**src/verilog/toa_cfg.svh**
```systemverilog
`ifndef TOA_CFG_SVH
`define TOA_CFG_SVH

// register offsets
`define TOA_OFS_RTEMP 8'h00
`define TOA_OFS_LTEMP 8'h01
`define TOA_OFS_CFG 8'h02
`define TOA_OFS_RLIM 8'h03
`define TOA_OFS_LLIM 8'h04
`define TOA_OFS_STATUS 8'h05
`define TOA_OFS_MASK 8'h06

// reset values
`define TOA_RST_TEMP 8'h00
`define TOA_RST_CFG 8'h00
`define TOA_RST_RLIM 8'h6E
`define TOA_RST_LLIM 8'h50
`define TOA_RST_STATUS 8'h00
`define TOA_RST_MASK 8'h00
`define TOA_RD_NONE 8'h00

// field positions
`define TOA_BIT_REMOTE 7
`define TOA_BIT_LOCAL 6
`define TOA_BIT_TIMEOUT_DIS 5
`define TOA_FLAG_MASK 8'hC0

// serial byte framing
`define TOA_BIT_LAST 4'h7
`define TOA_BIT_ACK 4'h8
`define TOA_BIT_END 4'h9
`define TOA_CNT_ZERO 4'h0
`define TOA_CNT_ONE 4'h1

// bus lockup timeout, least figure
`define TOA_CLK_MHZ 50
`define TOA_TIMEOUT_US 25000
`define TOA_TMO_W 24
`define TOA_ADDR_DEF 7'h2A

`endif

```
**src/verilog/toa_pkg.sv**
```systemverilog
`default_nettype none
package toa_pkg;

  // byte phase of the serial slave
  typedef enum logic [2:0] {
    PH_IDLE, PH_ADDR, PH_CMD, PH_WDATA, PH_RDATA, PH_SKIP
  } toa_phase_t;

  // one measurement result from the converter
  typedef struct packed {
    logic valid;
    logic [7:0] remote;
    logic [7:0] local_t;
  } toa_meas_t;

  // whole state of the register block
  typedef struct packed {
    logic scl_s1;
    logic scl_s2;
    logic scl_d;
    logic sda_s1;
    logic sda_s2;
    logic sda_d;
    toa_phase_t phase;
    logic [3:0] cnt;
    logic [7:0] shift;
    logic rw;
    logic nack;
    logic [7:0] ptr;
    logic sda_oe;
    logic [23:0] tmo_cnt;
    logic [7:0] rtemp;
    logic [7:0] ltemp;
    logic [7:0] cfg;
    logic [7:0] rlim;
    logic [7:0] llim;
    logic [7:0] status;
    logic [7:0] mask;
    logic alarm;
  } toa_state_t;

endpackage : toa_pkg
`default_nettype wire

```
**src/verilog/toa_regs.sv**
```systemverilog
// Operation
// - each temperature held as 8-bit readable register
// - 00h remote temperature, 01h local temperature
// - unsigned binary, MSB 128 C, LSB 1 C
// - read bytes shift out MSB first
// - temperature registers read zero after reset
// - configuration steers timeout, resets to zero
// - unmasked channel above limit drives alarm low
// - limits reset to 6Eh and 50h
// - status D7 remote fault, D6 local fault
// - status bits clear only by status read
// - status read releases the alarm output
// - persisting fault sets status and alarm again
// - status register reads zero after reset
// - mask 06h bits D7, D6 suppress alarm
// - configuration bit 5 one disables timeout
`include "toa_cfg.svh"
`default_nettype none
module toa_regs #(
  parameter logic [6:0] SLAVE_ADDR = `TOA_ADDR_DEF,
  parameter int unsigned TIMEOUT_CYC = `TOA_TIMEOUT_US * `TOA_CLK_MHZ
) (
  input wire logic clock_in,
  input wire logic rst_n_in,
  input wire logic scl_in,
  input wire logic sda_in,
  output logic sda_out,
  output logic sda_oe_out,
  input wire toa_pkg::toa_meas_t meas_in,
  output logic overtemp_alarm_n_out,
  output logic overtemp_alarm_n_oe_out,
  output logic [7:0] config_out,
  output logic timeout_en_out
);
  import toa_pkg::*;

  localparam logic [`TOA_TMO_W-1:0] TMO_LAST = `TOA_TMO_W'(TIMEOUT_CYC - 1);

  // state after reset
  localparam toa_state_t RST_STATE = '{
    scl_s1: 1'b1, scl_s2: 1'b1, scl_d: 1'b1,
    sda_s1: 1'b1, sda_s2: 1'b1, sda_d: 1'b1,
    phase: PH_IDLE, cnt: `TOA_CNT_ZERO, shift: 8'h00,
    rw: 1'b0, nack: 1'b0, ptr: 8'h00, sda_oe: 1'b0,
    tmo_cnt: '0,
    rtemp: `TOA_RST_TEMP, ltemp: `TOA_RST_TEMP, cfg: `TOA_RST_CFG,
    rlim: `TOA_RST_RLIM, llim: `TOA_RST_LLIM,
    status: `TOA_RST_STATUS, mask: `TOA_RST_MASK, alarm: 1'b0
  };

  toa_state_t r;
  toa_state_t n;
  logic scl_rise;
  logic scl_fall;
  logic bus_start;
  logic bus_stop;
  logic tmo_hit;
  logic [7:0] rd_byte;
  logic [7:0] rx_byte;
  logic status_rd_done;
  logic fault_remote;
  logic fault_local;
  logic [7:0] flag_set;
  logic alarm_set;

  // line events from the synchronised pins
  assign scl_rise = r.scl_s2 & ~r.scl_d;
  assign scl_fall = ~r.scl_s2 & r.scl_d;
  assign bus_start = r.scl_s2 & r.scl_d & r.sda_d & ~r.sda_s2;
  assign bus_stop = r.scl_s2 & r.scl_d & ~r.sda_d & r.sda_s2;
  assign rx_byte = {r.shift[6:0], r.sda_s2};
  assign tmo_hit = (r.tmo_cnt >= TMO_LAST);

  // over-temperature compare on the incoming result, in the cycle it is stored
  assign fault_remote = meas_in.valid && (meas_in.remote > r.rlim);
  assign fault_local = meas_in.valid && (meas_in.local_t > r.llim);
  assign alarm_set = (fault_remote && !r.mask[`TOA_BIT_REMOTE])
    || (fault_local && !r.mask[`TOA_BIT_LOCAL]);

  // status flags raised by this measurement
  always_comb begin
    flag_set = 8'h00;
    flag_set[`TOA_BIT_REMOTE] = fault_remote;
    flag_set[`TOA_BIT_LOCAL] = fault_local;
  end

  // read mux over the register map
  always_comb begin
    unique case (r.ptr)
      `TOA_OFS_RTEMP: rd_byte = r.rtemp;
      `TOA_OFS_LTEMP: rd_byte = r.ltemp;
      `TOA_OFS_CFG: rd_byte = r.cfg;
      `TOA_OFS_RLIM: rd_byte = r.rlim;
      `TOA_OFS_LLIM: rd_byte = r.llim;
      `TOA_OFS_STATUS: rd_byte = r.status & `TOA_FLAG_MASK;
      `TOA_OFS_MASK: rd_byte = r.mask & `TOA_FLAG_MASK;
      default: rd_byte = `TOA_RD_NONE;
    endcase
  end

  // next state of the slave and the registers
  always_comb begin
    n = r;
    status_rd_done = 1'b0;
    n.scl_s1 = scl_in;
    n.scl_s2 = r.scl_s1;
    n.scl_d = r.scl_s2;
    n.sda_s1 = sda_in;
    n.sda_s2 = r.sda_s1;
    n.sda_d = r.sda_s2;
    // lockup timer runs while a transfer holds the clock low
    if ((r.phase != PH_IDLE) && !r.scl_s2 && !r.cfg[`TOA_BIT_TIMEOUT_DIS]) begin
      n.tmo_cnt = r.tmo_cnt + `TOA_TMO_W'(1);
    end else begin
      n.tmo_cnt = '0;
    end
    if (bus_start) begin
      n.phase = PH_ADDR;
      n.cnt = `TOA_CNT_ZERO;
      n.sda_oe = 1'b0;
      n.tmo_cnt = '0;
    end else if (bus_stop || tmo_hit) begin
      n.phase = PH_IDLE;
      n.cnt = `TOA_CNT_ZERO;
      n.sda_oe = 1'b0;
      n.tmo_cnt = '0;
    end else if (scl_rise) begin
      n.cnt = r.cnt + `TOA_CNT_ONE;
      unique case (r.phase)
        PH_ADDR, PH_CMD, PH_WDATA: begin
          if (r.cnt <= `TOA_BIT_LAST) begin
            n.shift = rx_byte;
          end
          if (r.cnt == `TOA_BIT_LAST) begin
            if (r.phase == PH_ADDR) begin
              if (rx_byte[7:1] == SLAVE_ADDR) begin
                n.rw = rx_byte[0];
              end else begin
                n.phase = PH_SKIP;
              end
            end else if (r.phase == PH_CMD) begin
              n.ptr = rx_byte;
            end else begin
              // writes land only in writable registers
              unique case (r.ptr)
                `TOA_OFS_CFG: n.cfg = rx_byte;
                `TOA_OFS_RLIM: n.rlim = rx_byte;
                `TOA_OFS_LLIM: n.llim = rx_byte;
                `TOA_OFS_MASK: n.mask = rx_byte & `TOA_FLAG_MASK;
                default: n.cfg = r.cfg;
              endcase
            end
          end
        end
        PH_RDATA: begin
          if (r.cnt == `TOA_BIT_ACK) begin
            n.nack = r.sda_s2;
            status_rd_done = (r.ptr == `TOA_OFS_STATUS);
          end
        end
        PH_IDLE, PH_SKIP: begin
          n.cnt = `TOA_CNT_ZERO;
        end
      endcase
    end else if (scl_fall) begin
      unique case (r.phase)
        PH_ADDR, PH_CMD, PH_WDATA: begin
          if (r.cnt == `TOA_BIT_ACK) begin
            n.sda_oe = 1'b1;
          end else if (r.cnt == `TOA_BIT_END) begin
            n.sda_oe = 1'b0;
            n.cnt = `TOA_CNT_ZERO;
            if (r.phase == PH_ADDR && r.rw) begin
              n.phase = PH_RDATA;
              n.shift = rd_byte;
              n.sda_oe = ~rd_byte[7];
            end else if (r.phase == PH_ADDR) begin
              n.phase = PH_CMD;
            end else begin
              n.phase = PH_WDATA;
            end
          end
        end
        PH_RDATA: begin
          if (r.cnt >= `TOA_CNT_ONE && r.cnt <= `TOA_BIT_LAST) begin
            n.shift = {r.shift[6:0], 1'b0};
            n.sda_oe = ~r.shift[6];
          end else if (r.cnt == `TOA_BIT_ACK) begin
            n.sda_oe = 1'b0;
          end else if (r.cnt == `TOA_BIT_END) begin
            n.cnt = `TOA_CNT_ZERO;
            if (r.nack) begin
              n.phase = PH_SKIP;
            end else begin
              n.shift = rd_byte;
              n.sda_oe = ~rd_byte[7];
            end
          end
        end
        PH_IDLE, PH_SKIP: begin
          n.sda_oe = 1'b0;
        end
      endcase
    end
    // measurement results, flags and alarm; a new fault beats a clearing read
    if (meas_in.valid) begin
      n.rtemp = meas_in.remote;
      n.ltemp = meas_in.local_t;
    end
    n.status = (status_rd_done ? 8'h00 : r.status) | flag_set;
    if (alarm_set) begin
      n.alarm = 1'b1;
    end else if (status_rd_done) begin
      n.alarm = 1'b0;
    end
  end

  // single state register
  always_ff @(posedge clock_in) begin
    if (!rst_n_in) begin
      r <= RST_STATE;
    end else begin
      r <= n;
    end
  end

  // open-drain pins drive low only
  assign sda_out = 1'b0;
  assign sda_oe_out = r.sda_oe;
  assign overtemp_alarm_n_out = 1'b0;
  assign overtemp_alarm_n_oe_out = r.alarm;
  assign config_out = r.cfg;
  assign timeout_en_out = ~r.cfg[`TOA_BIT_TIMEOUT_DIS];

  // checks: reset values
  chk_temp_reset: assert property (@(posedge clock_in)
    !rst_n_in |=> (r.rtemp == `TOA_RST_TEMP) && (r.ltemp == `TOA_RST_TEMP))
    else $error("temperature not zero after reset");

  chk_cfg_reset: assert property (@(posedge clock_in)
    !rst_n_in |=> r.cfg == `TOA_RST_CFG)
    else $error("configuration not zero after reset");

  chk_limit_reset: assert property (@(posedge clock_in)
    !rst_n_in |=> (r.rlim == `TOA_RST_RLIM) && (r.llim == `TOA_RST_LLIM))
    else $error("limit reset values wrong");

  chk_status_reset: assert property (@(posedge clock_in)
    !rst_n_in |=> r.status == `TOA_RST_STATUS)
    else $error("status not zero after reset");

  chk_reset_pins: assert property (@(posedge clock_in)
    !rst_n_in |=> !sda_oe_out && !overtemp_alarm_n_oe_out && timeout_en_out)
    else $error("pins not quiet after reset");

  // checks: measurement and status
  chk_meas_store: assert property (@(posedge clock_in) disable iff (!rst_n_in)
    meas_in.valid |=> (r.rtemp == $past(meas_in.remote))
      && (r.ltemp == $past(meas_in.local_t)))
    else $error("measurement not stored");

  chk_temp_hold: assert property (@(posedge clock_in) disable iff (!rst_n_in)
    !meas_in.valid |=> $stable(r.rtemp) && $stable(r.ltemp))
    else $error("temperature changed without measurement");

  chk_fault_flag: assert property (@(posedge clock_in) disable iff (!rst_n_in)
    meas_in.valid && (meas_in.remote > r.rlim) |=> r.status[`TOA_BIT_REMOTE])
    else $error("remote fault flag not set");

  chk_local_flag: assert property (@(posedge clock_in) disable iff (!rst_n_in)
    meas_in.valid && (meas_in.local_t > r.llim) |=> r.status[`TOA_BIT_LOCAL])
    else $error("local fault flag not set");

  chk_no_fault: assert property (@(posedge clock_in) disable iff (!rst_n_in)
    meas_in.valid && (meas_in.remote <= r.rlim) && !r.status[`TOA_BIT_REMOTE]
      |=> !r.status[`TOA_BIT_REMOTE])
    else $error("remote flag set without fault");

  chk_local_clear: assert property (@(posedge clock_in) disable iff (!rst_n_in)
    $fell(r.status[`TOA_BIT_LOCAL]) |-> $past(status_rd_done))
    else $error("local status cleared without status read");

  chk_flag_hold: assert property (@(posedge clock_in) disable iff (!rst_n_in)
    r.status[`TOA_BIT_REMOTE] && !status_rd_done |=> r.status[`TOA_BIT_REMOTE])
    else $error("remote status lost without status read");

  chk_local_hold: assert property (@(posedge clock_in) disable iff (!rst_n_in)
    r.status[`TOA_BIT_LOCAL] && !status_rd_done |=> r.status[`TOA_BIT_LOCAL])
    else $error("local status lost without status read");

  // checks: alarm pin, remote status clearing and status low bits
  chk_alarm_hold: assert property (@(posedge clock_in) disable iff (!rst_n_in)
    r.alarm && !status_rd_done |=> r.alarm)
    else $error("alarm released without status read");

  chk_mask_remote: assert property (@(posedge clock_in) disable iff (!rst_n_in)
    fault_remote && r.mask[`TOA_BIT_REMOTE] && !r.alarm
      && !(fault_local && !r.mask[`TOA_BIT_LOCAL]) |=> !r.alarm)
    else $error("masked remote fault raised the alarm");

  chk_mask_local: assert property (@(posedge clock_in) disable iff (!rst_n_in)
    fault_local && r.mask[`TOA_BIT_LOCAL] && !r.alarm
      && !(fault_remote && !r.mask[`TOA_BIT_REMOTE]) |=> !r.alarm)
    else $error("masked local fault raised the alarm");

  chk_alarm_cause: assert property (@(posedge clock_in) disable iff (!rst_n_in)
    $rose(r.alarm) |-> $past(alarm_set))
    else $error("alarm raised without unmasked fault");

  chk_alarm_drive: assert property (@(posedge clock_in) disable iff (!rst_n_in)
    alarm_set |=> overtemp_alarm_n_oe_out && !overtemp_alarm_n_out)
    else $error("alarm not driven low on fault");

  chk_alarm_release: assert property (@(posedge clock_in) disable iff (!rst_n_in)
    status_rd_done && !alarm_set |=> !overtemp_alarm_n_oe_out)
    else $error("alarm not released by status read");

  chk_flag_clear: assert property (@(posedge clock_in) disable iff (!rst_n_in)
    $fell(r.status[`TOA_BIT_REMOTE]) |-> $past(status_rd_done))
    else $error("status cleared without status read");

  chk_status_low: assert property (@(posedge clock_in) disable iff (!rst_n_in)
    r.status[5:0] == 6'h00)
    else $error("status low bits not zero");

  // checks: serial bus
  chk_timeout_off: assert property (@(posedge clock_in) disable iff (!rst_n_in)
    r.cfg[`TOA_BIT_TIMEOUT_DIS] |-> r.tmo_cnt == '0)
    else $error("timeout runs while disabled");

  chk_lockup_idle: assert property (@(posedge clock_in) disable iff (!rst_n_in)
    tmo_hit && !bus_start |=> (r.phase == PH_IDLE) && !sda_oe_out)
    else $error("lockup timeout did not free the bus");

  chk_sda_idle: assert property (@(posedge clock_in) disable iff (!rst_n_in)
    (r.phase == PH_IDLE) |-> !sda_oe_out)
    else $error("data line held while bus idle");

  chk_read_first: assert property (@(posedge clock_in) disable iff (!rst_n_in)
    scl_fall && (r.phase == PH_ADDR) && r.rw && (r.cnt == `TOA_BIT_END)
      |=> sda_oe_out == !$past(rd_byte[7]))
    else $error("read byte does not start with its top bit");

endmodule : toa_regs
`default_nettype wire
```
**config.mk**
```make
export PLATFORM = sky130hd
export DESIGN_NAME = toa_regs
export DESIGN_NICKNAME = d
export VERILOG_FILES = /design/src/verilog/toa_pkg.sv /design/src/verilog/toa_regs.sv
export VERILOG_INCLUDE_DIRS = /design/src /design/src/verilog
export SDC_FILE = /design/constraint.sdc
export NUM_CORES = 1
export LEC_CHECK = 0
export BUFFER_PORTS_ARGS = -buffer_cell sky130_fd_sc_hd__buf_4
export CAP_MARGIN = 25
export CORE_MARGIN = 10
export CORE_UTILIZATION = 40
export DETAILED_ROUTE_END_ITERATION = 12
export PLACE_DENSITY = 0.67
export RECOVER_POWER = 50
export SLEW_MARGIN = 20
export SYNTH_ARGS = -nofsm -noshare
export SYNTH_HDL_FRONTEND = slang
export SYNTH_SLANG_ARGS = --single-unit
```
**constraint.sdc**
```tcl
create_clock -name clock_in -period 5.5 [get_ports clock_in]
set_input_delay 0.275 -clock clock_in [delete_from_list [all_inputs] [get_ports clock_in]]
set_output_delay 0.275 -clock clock_in [all_outputs]
set_load 0.02 [all_outputs]
```
==> impl_metrics.py, run 1 <==
metrics = {
    "place": {
        "placed_area_mm2": 0.00561,
        "place_congestion": 0.876,
        "place_hpwl_um": 9350,
        "io_buffers": 31,
    },
    "drt": {
        "first_pass_iters": 5,
        "vias_per_cell": 5.40,
        "drt_iter0_markers": 248,
        "routedWlPerCell_um": 16.7,
        "num_vias": 4180,
        "drtAntennaViolNets": 0,
        "drc": 0,
        "wl_um": 12900,
    },
    "floorplanning": {
        "die-area_mm2": 0.0184,
        "num_rows": 42,
        "dieWidth_um": 136,
        "pin_count": 34,
        "die_y_um": 136,
        "core_mm2": 0.0132,
        "initial_utilization": 0.406,
    },
    "power_and_ir_drop": {
        "power_density_mw_per_mm2": 255,
        "ir_worst_vdd_v": 0.000167,
        "swShare": 0.219,
        "p_comb_frac": 0.054,
        "switching_power_uw": 329,
        "p_int_uw": 1170,
        "pwr-share-clk": 0.451,
        "power_leakage_uw": 0.00244,
        "seqPwrFrac": 0.495,
    },
    "cts": {
        "clock_sinks": 100,
        "clockRootBuffer": "clkbuf_16",
        "cts_tree": "yes",
        "cts_hold_buf": 0,
        "cts_buffers": 9,
        "post-cts-setup-buffers": 0,
        "htreeDepth": 3,
        "clk_latency_ps": 360,
        "clkSlewWorstSetupHoldPaths_ps": 60,
        "cts.repair.resized": 0,
        "cts.path.max_buffers": 2,
    },
    "timing": {
        "drv_slew": 80,
        "finalSetupTns_ps": 0,
        "finClkSkew_ps": 10.5,
        "rsz0062_at_grt": "no",
        "period_minus_slack_ps": 3520,
        "fmax_ghz": 0.284,
        "hold_viol": 0,
        "worst_pin_slew_ps": 3120,
        "slew_headroom": -1.08,
        "timing.final.crit_share": 0.640,
        "setup_viol": 0,
    },
    "synth": {
        "synth_edf_count": 0,
        "ys_seq_elements": 100,
        "synth_seq_area_share": 0.374,
        "synthAdderAreaFrac": 0.0537,
        "synth.avg_cell_area_um2": 9.06,
        "yosysTopAreaCell": "dfxtp_1",
        "synth.distinct_cells": 67,
        "synth_top_family_by_area": "simple AND/OR/NAND/NOR gates",
        "synth_warnings": 0,
        "synth_area_leaders": "dfxtp_1 (37%), mux2i_1 (11%), ha_1 (5.4%)",
        "synth_ff_type": "dfxtp_1",
        "synthXorXnorAreaFrac": 0.0343,
        "yosys.area_share.simple": 0.215,
        "yosys.area.top_type_share": 0.374,
        "syn_area_mm2": 0.00536,
        "async_reset_ff_frac": 0,
        "syn-instance-count": 591,
        "synth_compound_area_frac": 0.131,
        "synth_mux_area_frac": 0.132,
    },
    "worst_setup_path": {
        "critPathMaxFanout": 79,
        "cp_slowest_cell": "clkbuf_1",
        "critical_path.top_delay_family": "buffers and inverters",
        "cp_slowest_stage_delay_ps": 2150,
        "worstPathCellList": "clkbuf_1, nand2_1, nor2_1, nand3_1, nor2_1",
        "crit_path_start_kind": "primary input",
        "cp_common_cell": "nor2_1",
        "crit_type": "in2reg",
        "cp_data_required_time_ps": 5770,
        "cp-end-kind": "register",
        "worst-path-buf-inv": 1,
        "worstPathArrival_ps": 3790,
    },
    "cells_and_area": {
        "fin_util": 0.446,
        "nNetsFinal": 638,
        "layout_common_cells": "dfxtp_1 (100), mux2i_1 (57), nand2_1 (56)",
        "final_common_cell": "dfxtp_1",
        "antenna_cells": 0,
        "drive_gt1_frac": 0.0769,
        "fill_cells": 1273,
        "areaGrowthSynthToFinish_pct": 9.88,
        "stdcell_area_mm2": 0.00588,
    },
    "grt": {
        "grt_pass1_vias": 4062,
        "grt_max_degree": 80,
        "grt_pass1_wl_um": 21100,
        "grt_use_total": 0.143,
        "grt_remaining_overflow": 0,
        "antenna_found_initial": 0,
    },
    "status": {
        "run_status": "finished with violations",
        "violations": "capacitance limit, slew limit",
    },
    "run": {
        "max_cap_violations": 1,
    },
    "min_path": {
        "hold_class": "in2reg",
    },
}
synth_stat cells, types with 4 or more instances:
master	instances
xor2_1	15
o21ai_0	10
a21boi_0	4
dfxtp_1	100
o22ai_1	4
nand3b_1	5
nor3_1	7
nand2b_1	9
nor2b_1	37
a211oi_1	8
nand2_1	56
and3_1	6
ha_1	23
a21o_1	6
o21a_1	7
a22oi_1	6
mux2i_1	57
a22o_1	6
o211a_1	6
nand4_1	10
nor2_1	51
clkbuf_1	28
buf_4	10
a21oi_1	8
inv_1	27
xnor2_1	6
mux4_2	6
nand3_1	13
state kept, by name (all words and copies together) (netlist names):
name,cells
r,86
config_out,8
n,4
overtemp_alarm_n_oe_out,1
sda_oe_out,1
metrics by stage:
stage | worst slack (ps) | total power (uW) | hold WS, ps | cells
after floorplan | 3030 | 813 | 376 | 595
after global routing | 1560 | 1550 | 108 | 774
after CTS | 2490 | 1520 | 92.3 | 774
after detailed placement | 2500 | 840 | 400 | 759
final | 1980 | 1500 | 100 | 774
after global placement | 2650 | 839 | 388 | 759
logic make-up (layout without fill, tap and decap cells):
group	Yosys count	count (layout)
adders and majority gates	23	23
muxes	63	63
other	1	5
buffers and inverters	70	73
xor gates and xnor gates	21	21
AOI/OAI and AO/OA	92	92
DFF	100	100
and+or+nand+nor	221	221
worst paths after layout:
check | slack, ps | from | depth (start not counted) | endpoint
worst max-delay path | 1980 | rst_n_in | 5 | r[73]
worst min-delay path | 100 | sda_in | 2 | n[108]
worst max register to register | 2390 | r[68] | 6 | r[87]
worst min register to register | 410 | n[108] | 1 | n[107]
cell type report:
| cell class | instances | area (um2) | area share |
|---|---|---|---|
| multi-input cells | 425 | 3060 | 0.520 |
| flip-flops and latches | 100 | 2000 | 0.340 |
| clock buffers | 9 | 225 | 0.0383 |
| inverters | 27 | 101 | 0.0172 |
| well taps | 176 | 220 | 0.0374 |
| clock inverters | 6 | 87.6 | 0.0149 |
| repair buffers | 31 | 188 | 0.0319 |
layer usage:
| layer | vias to the layer above | GRT usage | wire length [um] |
|---|---|---|---|
| li1 | 2075 | - | - |
| met1 | 1990 | 0.184 | 5990 |
| met2 | 101 | 0.229 | 6120 |
| met3 | 14 | 0.0289 | 618 |
| met4 | 0 | 0.0532 | 193 |
| met5 | - | 0 | 0 |
worst reg2reg max path, delay by kind of cell, from the launching register on:
kind               cells  cell delay, ps
muxes                  1             300
AOI/OAI and AO/OA      3            1100
and+or+nand+nor        2            1220
DFF                    1             380
power groups by stage:
stage          Combinational, uW  Sequential (uW)  Clock [uW]
2_1_floorplan               56.0              757           0
3_3_place_gp                79.3              759           0
3_5_place_dp                80.7              760           0
4_1_cts                     81.7              743         693
5_1_grt                     90.6              744         714
6_report                    81.6              743         676
Power figures use the tool's default switching activity.
==> run 2: changes to the inputs <==
- PLACE_DENSITY: 0.67 -> 0.7
- clock period: 5.5 -> 3 ns (I/O delays scaled with it)
==> run 2 against run 1 <==
The flow still finishes with violations (capacitance limit, slew limit). Highest routed layer unchanged. Sequential power increased by 83%. Final cell count increased by 2.2%. Flip-flop and latch count unchanged. Critical path depth increased by 1.
==> impl_metrics.py, run 2 (synthesis results as in run 1) <==
metrics = {
    "status": {
        "run_status": "finished with violations",
        "violations": "capacitance limit, slew limit",
    },
    "cells_and_area": {
        "largest_reg_flops": 86,
        "nNetsFinal": 654,
        "fill_cells": 1260,
        "top_register": "r",
        "areaGrowthSynthToFinish_pct": 12.0,
        "drive_gt1_frac": 0.0943,
        "final_common_cell": "dfxtp_1",
        "antenna_cells": 0,
        "layout_common_cells": "dfxtp_1 (100), mux2i_1 (57), nand2_1 (56)",
    },
    "cts": {
        "cts_buffers": 9,
        "clockRootBuffer": "clkbuf_16",
        "cts_hold_buf": 2,
        "clock_sinks": 100,
        "cts.path.max_buffers": 2,
        "htreeDepth": 3,
        "cts_tree": "yes",
        "cts.repair.resized": 0,
        "post-cts-setup-buffers": 0,
        "clk_latency_ps": 350,
        "clkSlewWorstSetupHoldPaths_ps": 70,
    },
    "timing": {
        "rsz0062_at_grt": "no",
        "slew_headroom": -0.110,
        "period_minus_slack_ps": 2750,
        "drv_slew": 46,
        "timing.final.crit_share": 0.917,
        "fmax_ghz": 0.364,
        "hold_viol": 0,
        "finClkSkew_ps": 11.2,
        "worst_pin_slew_ps": 1660,
        "finalSetupTns_ps": 0,
        "setup_viol": 0,
    },
    "min_path": {
        "whs_endpoint": "r[52]",
        "min_from": "meas_in[11]",
        "hold_depth": 3,
        "hold_class": "in2reg",
    },
    "worst_setup_path": {
        "cp_slowest_cell": "or3_1",
        "cp_slowest_stage_delay_ps": 600,
        "critical_path.top_delay_family": "simple AND/OR/NAND/NOR gates",
        "cp_common_cell": "or3_1",
        "r2r-end": "config_out[3]",
        "crit_type": "reg2reg",
        "worstPathCellList": "a211o_1, a2111o_1, o2111a_1, or3_1, or3_1, mux2i_1",
        "crit_path_start_kind": "register",
        "cp-end-kind": "register",
        "worstRegToRegCells": 6,
        "critPathMaxFanout": 8,
        "worst-path-buf-inv": 0,
        "cp_data_required_time_ps": 3220,
        "worstPathArrival_ps": 2970,
        "reg2reg_slack_ps": 250,
        "reg2reg_from": "r[68]",
    },
    "drt": {
        "drtAntennaViolNets": 0,
        "vias_per_cell": 5.40,
        "first_pass_iters": 4,
        "num_vias": 4273,
        "routedWlPerCell_um": 16.1,
        "wl_um": 12700,
        "drc": 0,
        "drt_iter0_markers": 257,
    },
    "place": {
        "place_hpwl_um": 9340,
        "place_congestion": 0.872,
        "io_buffers": 31,
    },
    "floorplanning": {
        "num_rows": 42,
        "die_y_um": 136,
        "die-area_mm2": 0.0184,
        "initial_utilization": 0.406,
        "core_mm2": 0.0132,
        "dieWidth_um": 136,
        "pin_count": 34,
    },
    "power_and_ir_drop": {
        "power_density_mw_per_mm2": 457,
        "power_leakage_uw": 0.00251,
        "total_power_uw": 2740,
        "ir_worst_vdd_v": 0.000280,
    },
    "grt": {
        "grt_pass1_wl_um": 21400,
        "antenna_found_initial": 0,
        "grt_use_total": 0.142,
        "grt_max_degree": 46,
        "grt_pass1_vias": 4250,
        "grt_remaining_overflow": 0,
    },
    "run": {
        "max_cap_violations": 1,
    },
}
-- run 2: how the worst max path moves through the flow --
stage	startpoint	endpoint	slack [ps]	cells after the start
4_1_cts	r[100]	r[95]	230	8
3_5_place_dp	r[110]	r[95]	240	8
6_report	r[68]	config_out[3]	250	6
5_1_grt	r[66]	r[89]	100	8
2_1_floorplan	r[68]	config_out[7]	530	8
3_3_place_gp	r[68]	config_out[0]	340	6
-- run 2: layer usage --
layer	share of wire	GRT usage
met5	0	0
met4	0.015	0.0502
met3	0.041	0.0271
met2	0.47	0.229
met1	0.47	0.184
-- run 2: area by class of cell --
class                   count  area (um2)  area share
multi-input cells         425        3060       0.509
flip-flops and latches    100        2000       0.334
repair buffers             47         303      0.0505
clock buffers              10         239      0.0398
well taps                 176         220      0.0367
inverters                  27         101      0.0169
clock inverters             6        78.8      0.0131
-- run 2: power breakdown --
part	switching [uW]	total, uW	internal, uW
Sequential	11.7	1360	1350
Combinational	80.6	155	74.0
Clock	537	1230	689
Total	630	2740	2110
-- run 2: tightest hold or removal path, cell delays in order --
cell	delay (ps)
buf_4	90
mux2i_1	60
nor2b_1	90
-- run 2: metrics by stage --
stage,utilization,hold slack (ps),cells,area (um2),setup slack [ps]
after floorplan,-,251,595,5370,527
after global placement,0.434,343,773,5720,336
after detailed placement,0.434,340,773,5720,236
after CTS,0.459,58.2,791,6060,230
after global routing,0.455,62.6,791,6000,103
final,0.455,65.9,791,6000,250
